**config.mk**
```make
export PLATFORM = sky130hd
export DESIGN_NAME = ccs_top
export DESIGN_NICKNAME = d
export VERILOG_FILES = /design/src/shared/ccs_pkg.sv /design/src/hw/ccs_cfg_shift.sv /design/src/hw/ccs_top.sv
export SDC_FILE = /design/constraint.sdc
export NUM_CORES = 1
export LEC_CHECK = 0
export ABC_CLOCK_PERIOD_IN_PS = 2400
export BUFFER_PORTS_ARGS = -buffer_cell sky130_fd_sc_hd__clkbuf_2
export CORE_MARGIN = 1.5
export CORE_UTILIZATION = 50
export CTS_CLUSTER_DIAMETER = 80
export CTS_CLUSTER_SIZE = 40
export DETAILED_ROUTE_END_ITERATION = 7
export HOLD_SLACK_MARGIN = 0.05
export PLACE_DENSITY_LB_ADDON = 0.3
export SLEW_MARGIN = 10
export SYNTH_ARGS = -nofsm -noshare
export SYNTH_HDL_FRONTEND = slang
export SYNTH_SLANG_ARGS = --single-unit
```
**constraint.sdc**
```tcl
create_clock -name clk_sys -period 2.4 [get_ports clk_sys]
set_input_delay 0.12 -clock clk_sys [delete_from_list [all_inputs] [get_ports clk_sys]]
set_output_delay 0.12 -clock clk_sys [all_outputs]
set_load 0.01 [all_outputs]
```
**src/shared/ccs_pkg.sv**
```systemverilog
package ccs_pkg;

  // ----------------------------------------------------------------
  // Timing
  // ----------------------------------------------------------------
  localparam int CLK_PERIOD_PS   = 25000;
  localparam int DLY_STEP_PS     = 200;
  localparam int FIXED_DLY_PS    = 2200;
  // Least time, rounded up, never below one cycle
  localparam int FIXED_DLY_CYC_R = (FIXED_DLY_PS + CLK_PERIOD_PS - 1) / CLK_PERIOD_PS;
  localparam int FIXED_DLY_CYC   = (FIXED_DLY_CYC_R < 1) ? 1 : FIXED_DLY_CYC_R;

  // ----------------------------------------------------------------
  // Sizes
  // ----------------------------------------------------------------
  localparam int N_OUT    = 3;
  localparam int N_SE     = 3;
  localparam int N_DIFF   = 2;
  localparam int N_PIN    = N_SE + 2 * N_DIFF;
  localparam int N_DLY    = 6;
  localparam int N_DIV    = 5;
  localparam int DLY_W    = 5;
  localparam int DLY_TAPS = 32;
  localparam int DIV_W    = 6;
  localparam int ACC_W    = 16;
  localparam int EDGE_W   = 4;
  localparam int GOOD_W   = 4;

  // ----------------------------------------------------------------
  // Delay element indices
  // ----------------------------------------------------------------
  localparam int DLY_A  = 0;
  localparam int DLY_B  = 1;
  localparam int DLY_C  = 2;
  localparam int DLY_YB = 3;
  localparam int DLY_YC = 4;
  localparam int DLY_FB = 5;

  // ----------------------------------------------------------------
  // Loop constants
  // ----------------------------------------------------------------
  localparam logic [ACC_W-1:0]  STEP_INIT = 16'h0100;
  localparam logic [ACC_W-1:0]  STEP_MAX  = 16'h7fff;
  localparam logic [ACC_W-1:0]  STEP_MIN  = 16'h0001;
  localparam logic [ACC_W-1:0]  STEP_ONE  = 16'h0001;
  localparam logic [DIV_W-1:0]  DIV_ONE   = 6'h01;
  localparam logic [EDGE_W-1:0] EDGE_ONE  = 4'h1;
  localparam logic [EDGE_W-1:0] EDGE_MAX  = 4'hf;
  localparam logic [GOOD_W-1:0] GOOD_ONE  = 4'h1;
  localparam int                LOCK_GOOD = 8;

  // ----------------------------------------------------------------
  // Types
  // ----------------------------------------------------------------
  typedef enum logic [2:0] {
    SRC_SE0   = 3'h0,
    SRC_SE1   = 3'h1,
    SRC_SE2   = 3'h2,
    SRC_DIFF0 = 3'h3,
    SRC_DIFF1 = 3'h4,
    SRC_CORE  = 3'h5
  } ccs_src_t;

  typedef enum logic [1:0] {
    MODE_OFF = 2'h0,
    MODE_BUF = 2'h1,
    MODE_DLY = 2'h2,
    MODE_PLL = 2'h3
  } ccs_mode_t;

  typedef struct packed {
    ccs_src_t                      src_a;
    ccs_src_t                      src_b;
    ccs_src_t                      src_c;
    ccs_mode_t                     mode_a;
    ccs_mode_t                     mode_b;
    ccs_mode_t                     mode_c;
    logic [N_DLY-1:0][DLY_W-1:0]   dly;
    logic [DIV_W-1:0]              div_n;
    logic [DIV_W-1:0]              div_m;
    logic [DIV_W-1:0]              div_a;
    logic [DIV_W-1:0]              div_b;
    logic [DIV_W-1:0]              div_c;
    logic                          yb_en;
    logic                          yc_en;
  } ccs_cfg_t;

  localparam int CFG_W = $bits(ccs_cfg_t);

  typedef struct packed {
    logic [N_SE-1:0]   se;
    logic [N_DIFF-1:0] diff_p;
    logic [N_DIFF-1:0] diff_n;
  } ccs_pins_t;

  typedef struct packed {
    logic ser_clk;
    logic ser_data;
    logic ser_shift;
    logic ser_update;
  } ccs_ser_t;

  typedef struct packed {
    logic global_out_a;
    logic global_out_b;
    logic global_out_c;
    logic yb;
    logic yc;
  } ccs_clk_out_t;

endpackage : ccs_pkg

```
**src/hw/ccs_cfg_shift.sv**
```systemverilog
`timescale 1ns/1ps
module ccs_cfg_shift (
  input  wire logic               clk_sys,
  input  wire logic               arst_n,
  input  wire ccs_pkg::ccs_ser_t  ser,
  input  wire ccs_pkg::ccs_cfg_t  static_cfg,
  input  wire logic               use_dynamic,
  output ccs_pkg::ccs_cfg_t       cfg,
  output logic                    ser_dout
);

  // ----------------------------------------------------------------
  // State
  // ----------------------------------------------------------------
  typedef struct packed {
    logic [2:0]                  s1;
    logic [2:0]                  s2;
    logic [2:0]                  s3;
    logic [2:0]                  filt;
    logic [ccs_pkg::CFG_W-1:0]   shreg;
    ccs_pkg::ccs_cfg_t           shadow;
    logic                        loaded;
    ccs_pkg::ccs_cfg_t           cfg;
    logic                        dout;
  } ccs_shift_st_t;

  ccs_shift_st_t s;
  ccs_shift_st_t next_s;
  logic          clk_rise;
  logic          upd_rise;

  // ----------------------------------------------------------------
  // Serial port
  // ----------------------------------------------------------------
  always_comb
  begin
    next_s    = s;
    next_s.s1 = {ser.ser_clk, ser.ser_data, ser.ser_update};
    next_s.s2 = s.s1;
    next_s.s3 = s.s2;
    for (int i = 0; i < 3; i++)
    begin
      if (s.s2[i] == s.s3[i])
        next_s.filt[i] = s.s3[i];
    end
    clk_rise = next_s.filt[2] & ~s.filt[2];
    upd_rise = next_s.filt[0] & ~s.filt[0];
    // Shift enable comes from core logic, same clock
    if (clk_rise && ser.ser_shift)
      next_s.shreg = {s.shreg[ccs_pkg::CFG_W-2:0], next_s.filt[1]};
    // Seed shadow once after reset so a switch to dynamic is glitch free
    if (!s.loaded)
    begin
      next_s.shadow = static_cfg;
      next_s.loaded = 1'b1;
    end
    else if (upd_rise && !ser.ser_shift)
      next_s.shadow = ccs_pkg::ccs_cfg_t'(s.shreg);
    next_s.cfg  = use_dynamic ? s.shadow : static_cfg;
    next_s.dout = s.shreg[ccs_pkg::CFG_W-1];
  end

  always_ff @(posedge clk_sys or negedge arst_n)
  begin
    if (!arst_n)
      s <= '0;
    else
      s <= next_s;
  end

  assign cfg      = s.cfg;
  assign ser_dout = s.dout;

endmodule : ccs_cfg_shift

```
**src/hw/ccs_top.sv**
```systemverilog
`timescale 1ns/1ps
module ccs_top #(
  parameter int LOCK_GOOD = ccs_pkg::LOCK_GOOD
) (
  input  wire logic                  clk_sys,
  input  wire logic                  arst_n,
  input  wire ccs_pkg::ccs_pins_t    pins,
  input  wire logic [2:0]            core_in,
  input  wire logic                  pll_sleep_n,
  input  wire ccs_pkg::ccs_ser_t     ser,
  input  wire ccs_pkg::ccs_cfg_t     static_cfg,
  input  wire logic                  use_dynamic,
  output ccs_pkg::ccs_clk_out_t      clk_out,
  output logic                       pll_lock,
  output logic                       cfg_conflict,
  output logic                       ser_dout
);

  // ----------------------------------------------------------------
  // Elaboration checks
  // ----------------------------------------------------------------
  if (LOCK_GOOD < 1 || LOCK_GOOD > 15)
    $error("ccs_top: LOCK_GOOD must lie in 1..15");
  if (ccs_pkg::DLY_TAPS != (1 << ccs_pkg::DLY_W))
    $error("ccs_top: delay taps must match select width");

  localparam logic [ccs_pkg::GOOD_W-1:0] GOOD_LIM = ccs_pkg::GOOD_W'(LOCK_GOOD);
  localparam int FX = ccs_pkg::FIXED_DLY_CYC;

  // ----------------------------------------------------------------
  // State
  // ----------------------------------------------------------------
  typedef struct packed {
    logic [ccs_pkg::N_PIN-1:0]                        s1;
    logic [ccs_pkg::N_PIN-1:0]                        s2;
    logic [ccs_pkg::N_PIN-1:0]                        s3;
    logic [ccs_pkg::N_PIN-1:0]                        filt;
    logic [ccs_pkg::N_DLY-1:0][ccs_pkg::DLY_TAPS-1:0] dl;
    logic [FX-1:0]                                    fixed;
    logic                                             ref_prev;
    logic [ccs_pkg::DIV_W-1:0]                        ref_cnt;
    logic [ccs_pkg::ACC_W-1:0]                        acc;
    logic [ccs_pkg::ACC_W-1:0]                        step;
    logic [ccs_pkg::N_DIV-2:0][ccs_pkg::DIV_W-1:0]    div_cnt;
    logic [ccs_pkg::N_DIV-2:0]                        div_out;
    logic                                             fb_prev;
    logic [ccs_pkg::EDGE_W-1:0]                       fb_edges;
    logic [ccs_pkg::GOOD_W-1:0]                       good;
    logic                                             lock;
    ccs_pkg::ccs_clk_out_t                            out;
    logic                                             conflict;
  } ccs_top_st_t;

  ccs_top_st_t       s;
  ccs_top_st_t       next_s;
  ccs_pkg::ccs_cfg_t cfg;
  logic              shift_dout;

  // ----------------------------------------------------------------
  // Dynamic configuration register
  // ----------------------------------------------------------------
  ccs_cfg_shift u_cfg_shift (
    .clk_sys     (clk_sys),
    .arst_n      (arst_n),
    .ser         (ser),
    .static_cfg  (static_cfg),
    .use_dynamic (use_dynamic),
    .cfg         (cfg),
    .ser_dout    (shift_dout)
  );

  // ----------------------------------------------------------------
  // Helpers
  // ----------------------------------------------------------------
  // Illegal source codes fall back to low rather than a pin
  function automatic logic src_level(
    input ccs_pkg::ccs_src_t         sel,
    input logic [ccs_pkg::N_PIN-1:0] f,
    input logic                      core
  );
    logic [ccs_pkg::N_SE-1:0]   se;
    logic [ccs_pkg::N_DIFF-1:0] dp;
    logic [ccs_pkg::N_DIFF-1:0] dn;
    {se, dp, dn} = f;
    unique case (sel)
      ccs_pkg::SRC_SE0:   src_level = se[0];
      ccs_pkg::SRC_SE1:   src_level = se[1];
      ccs_pkg::SRC_SE2:   src_level = se[2];
      ccs_pkg::SRC_DIFF0: src_level = dp[0] & ~dn[0];
      ccs_pkg::SRC_DIFF1: src_level = dp[1] & ~dn[1];
      ccs_pkg::SRC_CORE:  src_level = core;
      default:            src_level = 1'b0;
    endcase
  endfunction : src_level

  // Output select for one global output when not owned by the loop
  function automatic logic buf_level(
    input ccs_pkg::ccs_mode_t mode,
    input logic               lvl,
    input logic               tap
  );
    unique case (mode)
      ccs_pkg::MODE_BUF: buf_level = lvl;
      ccs_pkg::MODE_DLY: buf_level = tap;
      default:           buf_level = 1'b0;
    endcase
  endfunction : buf_level

  // Divider step: counts events, toggles once every div+1 of them
  function automatic logic [ccs_pkg::DIV_W:0] div_step(
    input logic [ccs_pkg::DIV_W-1:0] cnt,
    input logic [ccs_pkg::DIV_W-1:0] div,
    input logic                      tick
  );
    if (!tick)
      div_step = {1'b0, cnt};
    else if (cnt >= div)
      div_step = {1'b1, {ccs_pkg::DIV_W{1'b0}}};
    else
      div_step = {1'b0, cnt + ccs_pkg::DIV_ONE};
  endfunction : div_step

  // ----------------------------------------------------------------
  // Next state
  // ----------------------------------------------------------------
  logic [2:0]                lvl;
  logic [ccs_pkg::N_DLY-1:0] tap;
  logic [ccs_pkg::N_DLY-1:0] dl_in;
  logic                      loop_on;
  logic                      vco_tick;
  logic                      ref_tick;
  logic                      fb_rise;
  logic                      a_pll;
  logic                      b_busy;
  logic                      c_busy;
  logic [ccs_pkg::DIV_W:0]   dv;
  logic [ccs_pkg::DIV_W-1:0] dsel [ccs_pkg::N_DIV-2:0];

  always_comb
  begin
    next_s = s;
    // Three-stage pin filter; second and third must agree
    next_s.s1 = pins;
    next_s.s2 = s.s1;
    next_s.s3 = s.s2;
    for (int i = 0; i < ccs_pkg::N_PIN; i++)
    begin
      if (s.s2[i] == s.s3[i])
        next_s.filt[i] = s.s3[i];
    end
    lvl[0] = src_level(cfg.src_a, s.filt, core_in[0]);
    lvl[1] = src_level(cfg.src_b, s.filt, core_in[1]);
    lvl[2] = src_level(cfg.src_c, s.filt, core_in[2]);

    // Delay line taps: delay 0 is one cycle, each step one cycle
    for (int k = 0; k < ccs_pkg::N_DLY; k++)
      tap[k] = s.dl[k][cfg.dly[k]];

    a_pll   = (cfg.mode_a == ccs_pkg::MODE_PLL);
    loop_on = pll_sleep_n & a_pll;
    next_s.ref_prev = lvl[0];

    // Loop: phase accumulator locked to reference by edge counting
    vco_tick = 1'b0;
    ref_tick = 1'b0;
    fb_rise  = 1'b0;
    dv       = '0;
    dsel[0]  = cfg.div_a;
    dsel[1]  = cfg.div_b;
    dsel[2]  = cfg.div_c;
    dsel[3]  = cfg.div_m;
    if (!loop_on)
    begin
      // Held disabled: drop lock, restart acquisition from scratch
      next_s.acc      = '0;
      next_s.step     = ccs_pkg::STEP_INIT;
      next_s.ref_cnt  = '0;
      next_s.div_cnt  = '0;
      next_s.div_out  = '0;
      next_s.fb_edges = '0;
      next_s.good     = '0;
      next_s.lock     = 1'b0;
    end
    else
    begin
      next_s.acc = s.acc + s.step;
      vco_tick   = ~s.acc[ccs_pkg::ACC_W-1] & next_s.acc[ccs_pkg::ACC_W-1];
      // Output dividers A, B, C and feedback divider M
      for (int d = 0; d < ccs_pkg::N_DIV - 1; d++)
      begin
        dv = div_step(s.div_cnt[d], dsel[d], vco_tick);
        next_s.div_cnt[d] = dv[ccs_pkg::DIV_W-1:0];
        if (dv[ccs_pkg::DIV_W])
          next_s.div_out[d] = ~s.div_out[d];
      end
      // Reference divider N
      if (lvl[0] && !s.ref_prev)
      begin
        if (s.ref_cnt >= cfg.div_n)
        begin
          next_s.ref_cnt = '0;
          ref_tick       = 1'b1;
        end
        else
          next_s.ref_cnt = s.ref_cnt + ccs_pkg::DIV_ONE;
      end
      fb_rise = s.fixed[FX-1] & ~s.fb_prev;
      if (ref_tick)
      begin
        // Exactly one feedback edge per reference window means on frequency
        next_s.fb_edges = fb_rise ? ccs_pkg::EDGE_ONE : '0;
        if (s.fb_edges == '0)
        begin
          if (s.step < ccs_pkg::STEP_MAX)
            next_s.step = s.step + ccs_pkg::STEP_ONE;
          next_s.good = '0;
          next_s.lock = 1'b0;
        end
        else if (s.fb_edges > ccs_pkg::EDGE_ONE)
        begin
          if (s.step > ccs_pkg::STEP_MIN)
            next_s.step = s.step - ccs_pkg::STEP_ONE;
          next_s.good = '0;
          next_s.lock = 1'b0;
        end
        else if (s.good >= GOOD_LIM)
          next_s.lock = 1'b1;
        else
          next_s.good = s.good + ccs_pkg::GOOD_ONE;
      end
      else if (fb_rise && s.fb_edges != ccs_pkg::EDGE_MAX)
        next_s.fb_edges = s.fb_edges + ccs_pkg::EDGE_ONE;
    end

    // Feedback path: programmable delay then fixed delay
    next_s.fixed   = FX'({s.fixed, tap[ccs_pkg::DLY_FB]});
    next_s.fb_prev = s.fixed[FX-1];

    // Delay element inputs; buffers reuse the output delays when the loop is off
    dl_in[ccs_pkg::DLY_A]  = a_pll ? s.div_out[0] : lvl[0];
    dl_in[ccs_pkg::DLY_B]  = (a_pll && cfg.mode_b == ccs_pkg::MODE_PLL) ?
                             s.div_out[1] : lvl[1];
    dl_in[ccs_pkg::DLY_C]  = (a_pll && cfg.mode_c == ccs_pkg::MODE_PLL) ?
                             s.div_out[2] : lvl[2];
    dl_in[ccs_pkg::DLY_YB] = s.div_out[1];
    dl_in[ccs_pkg::DLY_YC] = s.div_out[2];
    dl_in[ccs_pkg::DLY_FB] = s.div_out[3];
    for (int k = 0; k < ccs_pkg::N_DLY; k++)
      next_s.dl[k] = {s.dl[k][ccs_pkg::DLY_TAPS-2:0], dl_in[k]};

    // Output routing
    b_busy = cfg.yb_en & a_pll;
    c_busy = cfg.yc_en & a_pll;
    next_s.out.global_out_a = a_pll ? tap[ccs_pkg::DLY_A] :
                     buf_level(cfg.mode_a, lvl[0], tap[ccs_pkg::DLY_A]);
    // Loop B/C need the loop on A; otherwise a spare output may buffer
    if (cfg.mode_b == ccs_pkg::MODE_PLL)
      next_s.out.global_out_b = a_pll & tap[ccs_pkg::DLY_B];
    else
      next_s.out.global_out_b = ~b_busy &
                       buf_level(cfg.mode_b, lvl[1], tap[ccs_pkg::DLY_B]);
    if (cfg.mode_c == ccs_pkg::MODE_PLL)
      next_s.out.global_out_c = a_pll & tap[ccs_pkg::DLY_C];
    else
      next_s.out.global_out_c = ~c_busy &
                       buf_level(cfg.mode_c, lvl[2], tap[ccs_pkg::DLY_C]);
    next_s.out.yb = b_busy & tap[ccs_pkg::DLY_YB];
    next_s.out.yc = c_busy & tap[ccs_pkg::DLY_YC];
    next_s.conflict =
      (b_busy && (cfg.mode_b == ccs_pkg::MODE_BUF || cfg.mode_b == ccs_pkg::MODE_DLY)) ||
      (c_busy && (cfg.mode_c == ccs_pkg::MODE_BUF || cfg.mode_c == ccs_pkg::MODE_DLY));
  end

  // ----------------------------------------------------------------
  // Registers
  // ----------------------------------------------------------------
  always_ff @(posedge clk_sys or negedge arst_n)
  begin
    if (!arst_n)
    begin
      s      <= '0;
      s.step <= ccs_pkg::STEP_INIT;
    end
    else
      s <= next_s;
  end

  // Serial readback is already a flop inside the shifter
  assign clk_out      = s.out;
  assign pll_lock     = s.lock;
  assign cfg_conflict = s.conflict;
  assign ser_dout     = shift_dout;

endmodule : ccs_top

```
==> metrics.cfg <==
[die]
num_rows=77
dieArea_um2=46600
die_w_um=216
start_util=0.509
floorplan.core_area_um2=44500
fp.dieH_um=216
io_pins=103

[placement]
dp_hpwl_mm=30.7
place_area_um2=24400
place.gp.congestion=0.878
io_buffers=102

[clocking]
clk-insertion-delay-late_ps=610
cts_buffers=26
cts-root-buf=clkbuf_16
htreeDepth=1
clkTransAtPathRegs_ps=130
clock-sinks=549
cts_buffer_depth=3
cts_tree=done

[cells_and_area]
num-fill-cells=3375
drive_gt1_frac=0.264
stdcell_area_um2=27000
final_net_count=2103
area_growth_pct=18.9

[setup_path]
cp.required_ps=2890
cp.arrival_ps=2930
crit_path_max_fanout=7
cp-start-kind=flip-flop
critPathCaptureType=flip-flop
criticalPathCategory=reg2reg

[logic_synthesis]
syn_nets=1861
synthesis.area_um2=22700
seq_area_frac_synth=0.606
yosysWarnings=0
synth.distinct_cells=67
synth_enable_flop_cells=0
synthCells=1697
avgSynthCellArea_um2=13.4
synth_seq_cells=549
async_reset_ff_frac=1.00
synthFlopType=dfrtp_1

[routing]
avgRoutedWirePerCell_um=18.3
first_pass_iters=7
wirelength_mm=46.6
postRouteAntennaNets=0
drtIter0Drc=932
via_count=14081
drc=0
vias_per_cell=5.52

[global_routing]
antenna_found_initial=1
overflow=0
grt_max_degree=111
grtUsageTotal=0.202
grt_pass1_vias=14571
grt_pass1_wl_mm=76.5

[timing]
worst_pin_slew_ps=867
finalWorstSetupSlack_ps=-38.1
hold_violations=0
hold_ws_ps=111
period_needed_ps=2440
skew_ps=41.5
slew_violations=0
finalSetupViolCount=4
finalCritPeriodShare=1.02
rsz0062_at_grt=true
fmaxAchievable_mhz=410
relSlewSlack=0.422

[pwr]
ir_worst_vdd_uv=568
powerDensity_nw_per_um2=684
power_leakage_nw=12.7

[min_path]
hold_class=in2reg

[status]
violations=negative setup slack
status=finished with violations

[flow_run]
cap_violations=0

==> cells in the final DEF, fill, tap and decap left out, types with 6 or more instances in the layout <==
| cell type | netlist | final |
|---|---|---|
| clkbuf_16 | 0 | 28 |
| or3_1 | 10 | 8 |
| a21oi_1 | 120 | 110 |
| and3_1 | 8 | 8 |
| nor2b_1 | 6 | 6 |
| a21oi_2 | 1 | 10 |
| dlygate4sd3_1 | 0 | 107 |
| xor2_1 | 9 | 9 |
| inv_1 | 60 | 60 |
| o31ai_1 | 11 | 7 |
| mux2_2 | 159 | 159 |
| nand2_1 | 60 | 59 |
| o311ai_1 | 0 | 14 |
| nand4_1 | 16 | 16 |
| ha_1 | 68 | 63 |
| nor3_1 | 10 | 9 |
| nand3_1 | 27 | 25 |
| nor2_1 | 140 | 138 |
| o21ai_1 | 1 | 8 |
| xnor2_1 | 15 | 15 |
| a21o_1 | 12 | 12 |
| maj3_1 | 10 | 10 |
| nand2b_1 | 17 | 16 |
| a31oi_1 | 16 | 16 |
| inv_16 | 0 | 7 |
| clkbuf_2 | 0 | 100 |
| mux4_2 | 57 | 57 |
| dfrtp_1 | 548 | 546 |
| o21ai_0 | 38 | 29 |
| buf_4 | 5 | 71 |
| buf_12 | 0 | 14 |
| mux2i_1 | 93 | 93 |
==> worst max-delay path: stages (launching register included) <==
cell and delay, ps:
dfrtp_1 390, nand2b_4 130, mux4_2 530, o311ai_4 370
nand4_4 230, buf_6 200, or3_1 330, a21oi_1 150
==> per-layer routing <==
layer	vias to the layer above	GRT usage	part of all wire
met5	-	0	0.00015
li1	6529	-	-
met3	51	0.0210	0.029
met4	2	0.0433	0.018
met2	243	0.329	0.48
met1	7256	0.297	0.47
==> cells in the mapped netlist, drive strengths merged (4+ instances only) <==
cell type / instances / area share
o21ai: 39 / 0.0086
inv: 60 / 0.0099
buf: 34 / 0.0072
nand4: 17 / 0.0050
xor2: 9 / 0.0035
nand2: 60 / 0.0099
nor4: 8 / 0.0022
a21oi: 121 / 0.027
mux2i: 93 / 0.041
nor3: 12 / 0.0031
maj3: 10 / 0.0044
and2: 5 / 0.0014
dfrtp: 548 / 0.60
nor3b: 6 / 0.0024
mux4: 57 / 0.057
ha: 68 / 0.038
a31oi: 16 / 0.0044
a21o: 12 / 0.0040
o211ai: 4 / 0.0013
nand3: 27 / 0.0060
xnor2: 15 / 0.0058
and3: 8 / 0.0022
nor2b: 6 / 0.0017
clkbuf: 52 / 0.0086
o31ai: 11 / 0.0036
o311ai: 19 / 0.0081
or2: 4 / 0.0011
mux2: 159 / 0.079
nand3b: 4 / 0.0013
or3: 10 / 0.0028
o32ai: 5 / 0.0019
nor2: 140 / 0.023
o22ai: 4 / 0.0011
nand2b: 17 / 0.0047
==> flip-flops by register name (all words and copies together) (netlist names) <==
| signal | cells |
|---|---|
| u_cfg_shift.next_s | 7 |
| cfg_conflict | 1 |
| u_cfg_shift.ser_dout | 1 |
| u_cfg_shift.s | 160 |
| dl_in | 3 |
| pll_lock | 1 |
| clk_out | 5 |
| u_cfg_shift.cfg | 77 |
| s | 93 |
| next_s | 201 |
==> timing repair <==
action / in CTS / in global routing
hold buffers: 108 / 0
endpoints found under the hold margin: 716 / 0
pin swaps: 3 / 31
setup buffers: 3 / 7
gates resized for setup: 23 / 59
endpoints found under the setup margin: 34 / 46
cloned: 0 / 1
==> cells by family (layout without fill, tap and decap cells) <==
kind of cell,Yosys count,after routing,synth area share
adder cells (fa/ha/maj),79,79,0.0428
XOR/XNOR,24,24,0.00927
multiplexers,309,309,0.177
buffers and inverters,146,407,0.0257
AO/OA/AOI/OAI,258,258,0.0701
AND/OR/NAND/NOR,331,331,0.0694
other,1,2,0.000165
flip-flops,549,549,0.606
==> final timing paths <==
path / to / slack [ps] / from / depth (start not counted)
min reg2reg: next_s[289] / 360 / next_s[296] / 0
max in group asynchronous: u_cfg_shift.cfg[51] / 1130 / arst_n / 4
min: next_s[117] / 110 / core_in[1] / 4
min in group asynchronous: u_cfg_shift.s[191] / 500 / arst_n / 3
max reg2reg: s[49] / -40 / s[276] / 7
max: s[49] / -40 / s[276] / 7
==> where the power goes <==
group | leakage (nW) | internal [W] | switching, W
Sequential | 7.11 | 0.00996 | 0.000477
Combinational | 5.05 | 0.00104 | 0.000923
Clock | 0.509 | 0.00244 | 0.00358
==> through the flow <==
step                setup slack (ps)  utilization  total power [W]  std cells  TNS (ps)
finish                         -38.1        0.606           0.0184       2551     -88.0
global placement               -89.5        0.547           0.0123       2384      -594
CTS                            -8.45        0.598           0.0186       2542     -8.50
detailed placement              -105        0.547           0.0124       2384     -1710
floorplan                       25.7            -           0.0116       1697         0
global route                    -138        0.605           0.0192       2550     -1930
==> cell type report <==
cell class              count  area (µm²)  share of cell area
repair buffers            300        2500              0.0926
diodes                      1        2.50           0.0000928
clock inverters            20         400              0.0149
inverters                  60         225             0.00836
clock buffers              27         676              0.0251
flip-flops and latches    549       13700               0.510
multi-input cells        1002        8670               0.322
well taps                 592         741              0.0275
No activity file was read; power rests on OpenSTA's default activity.
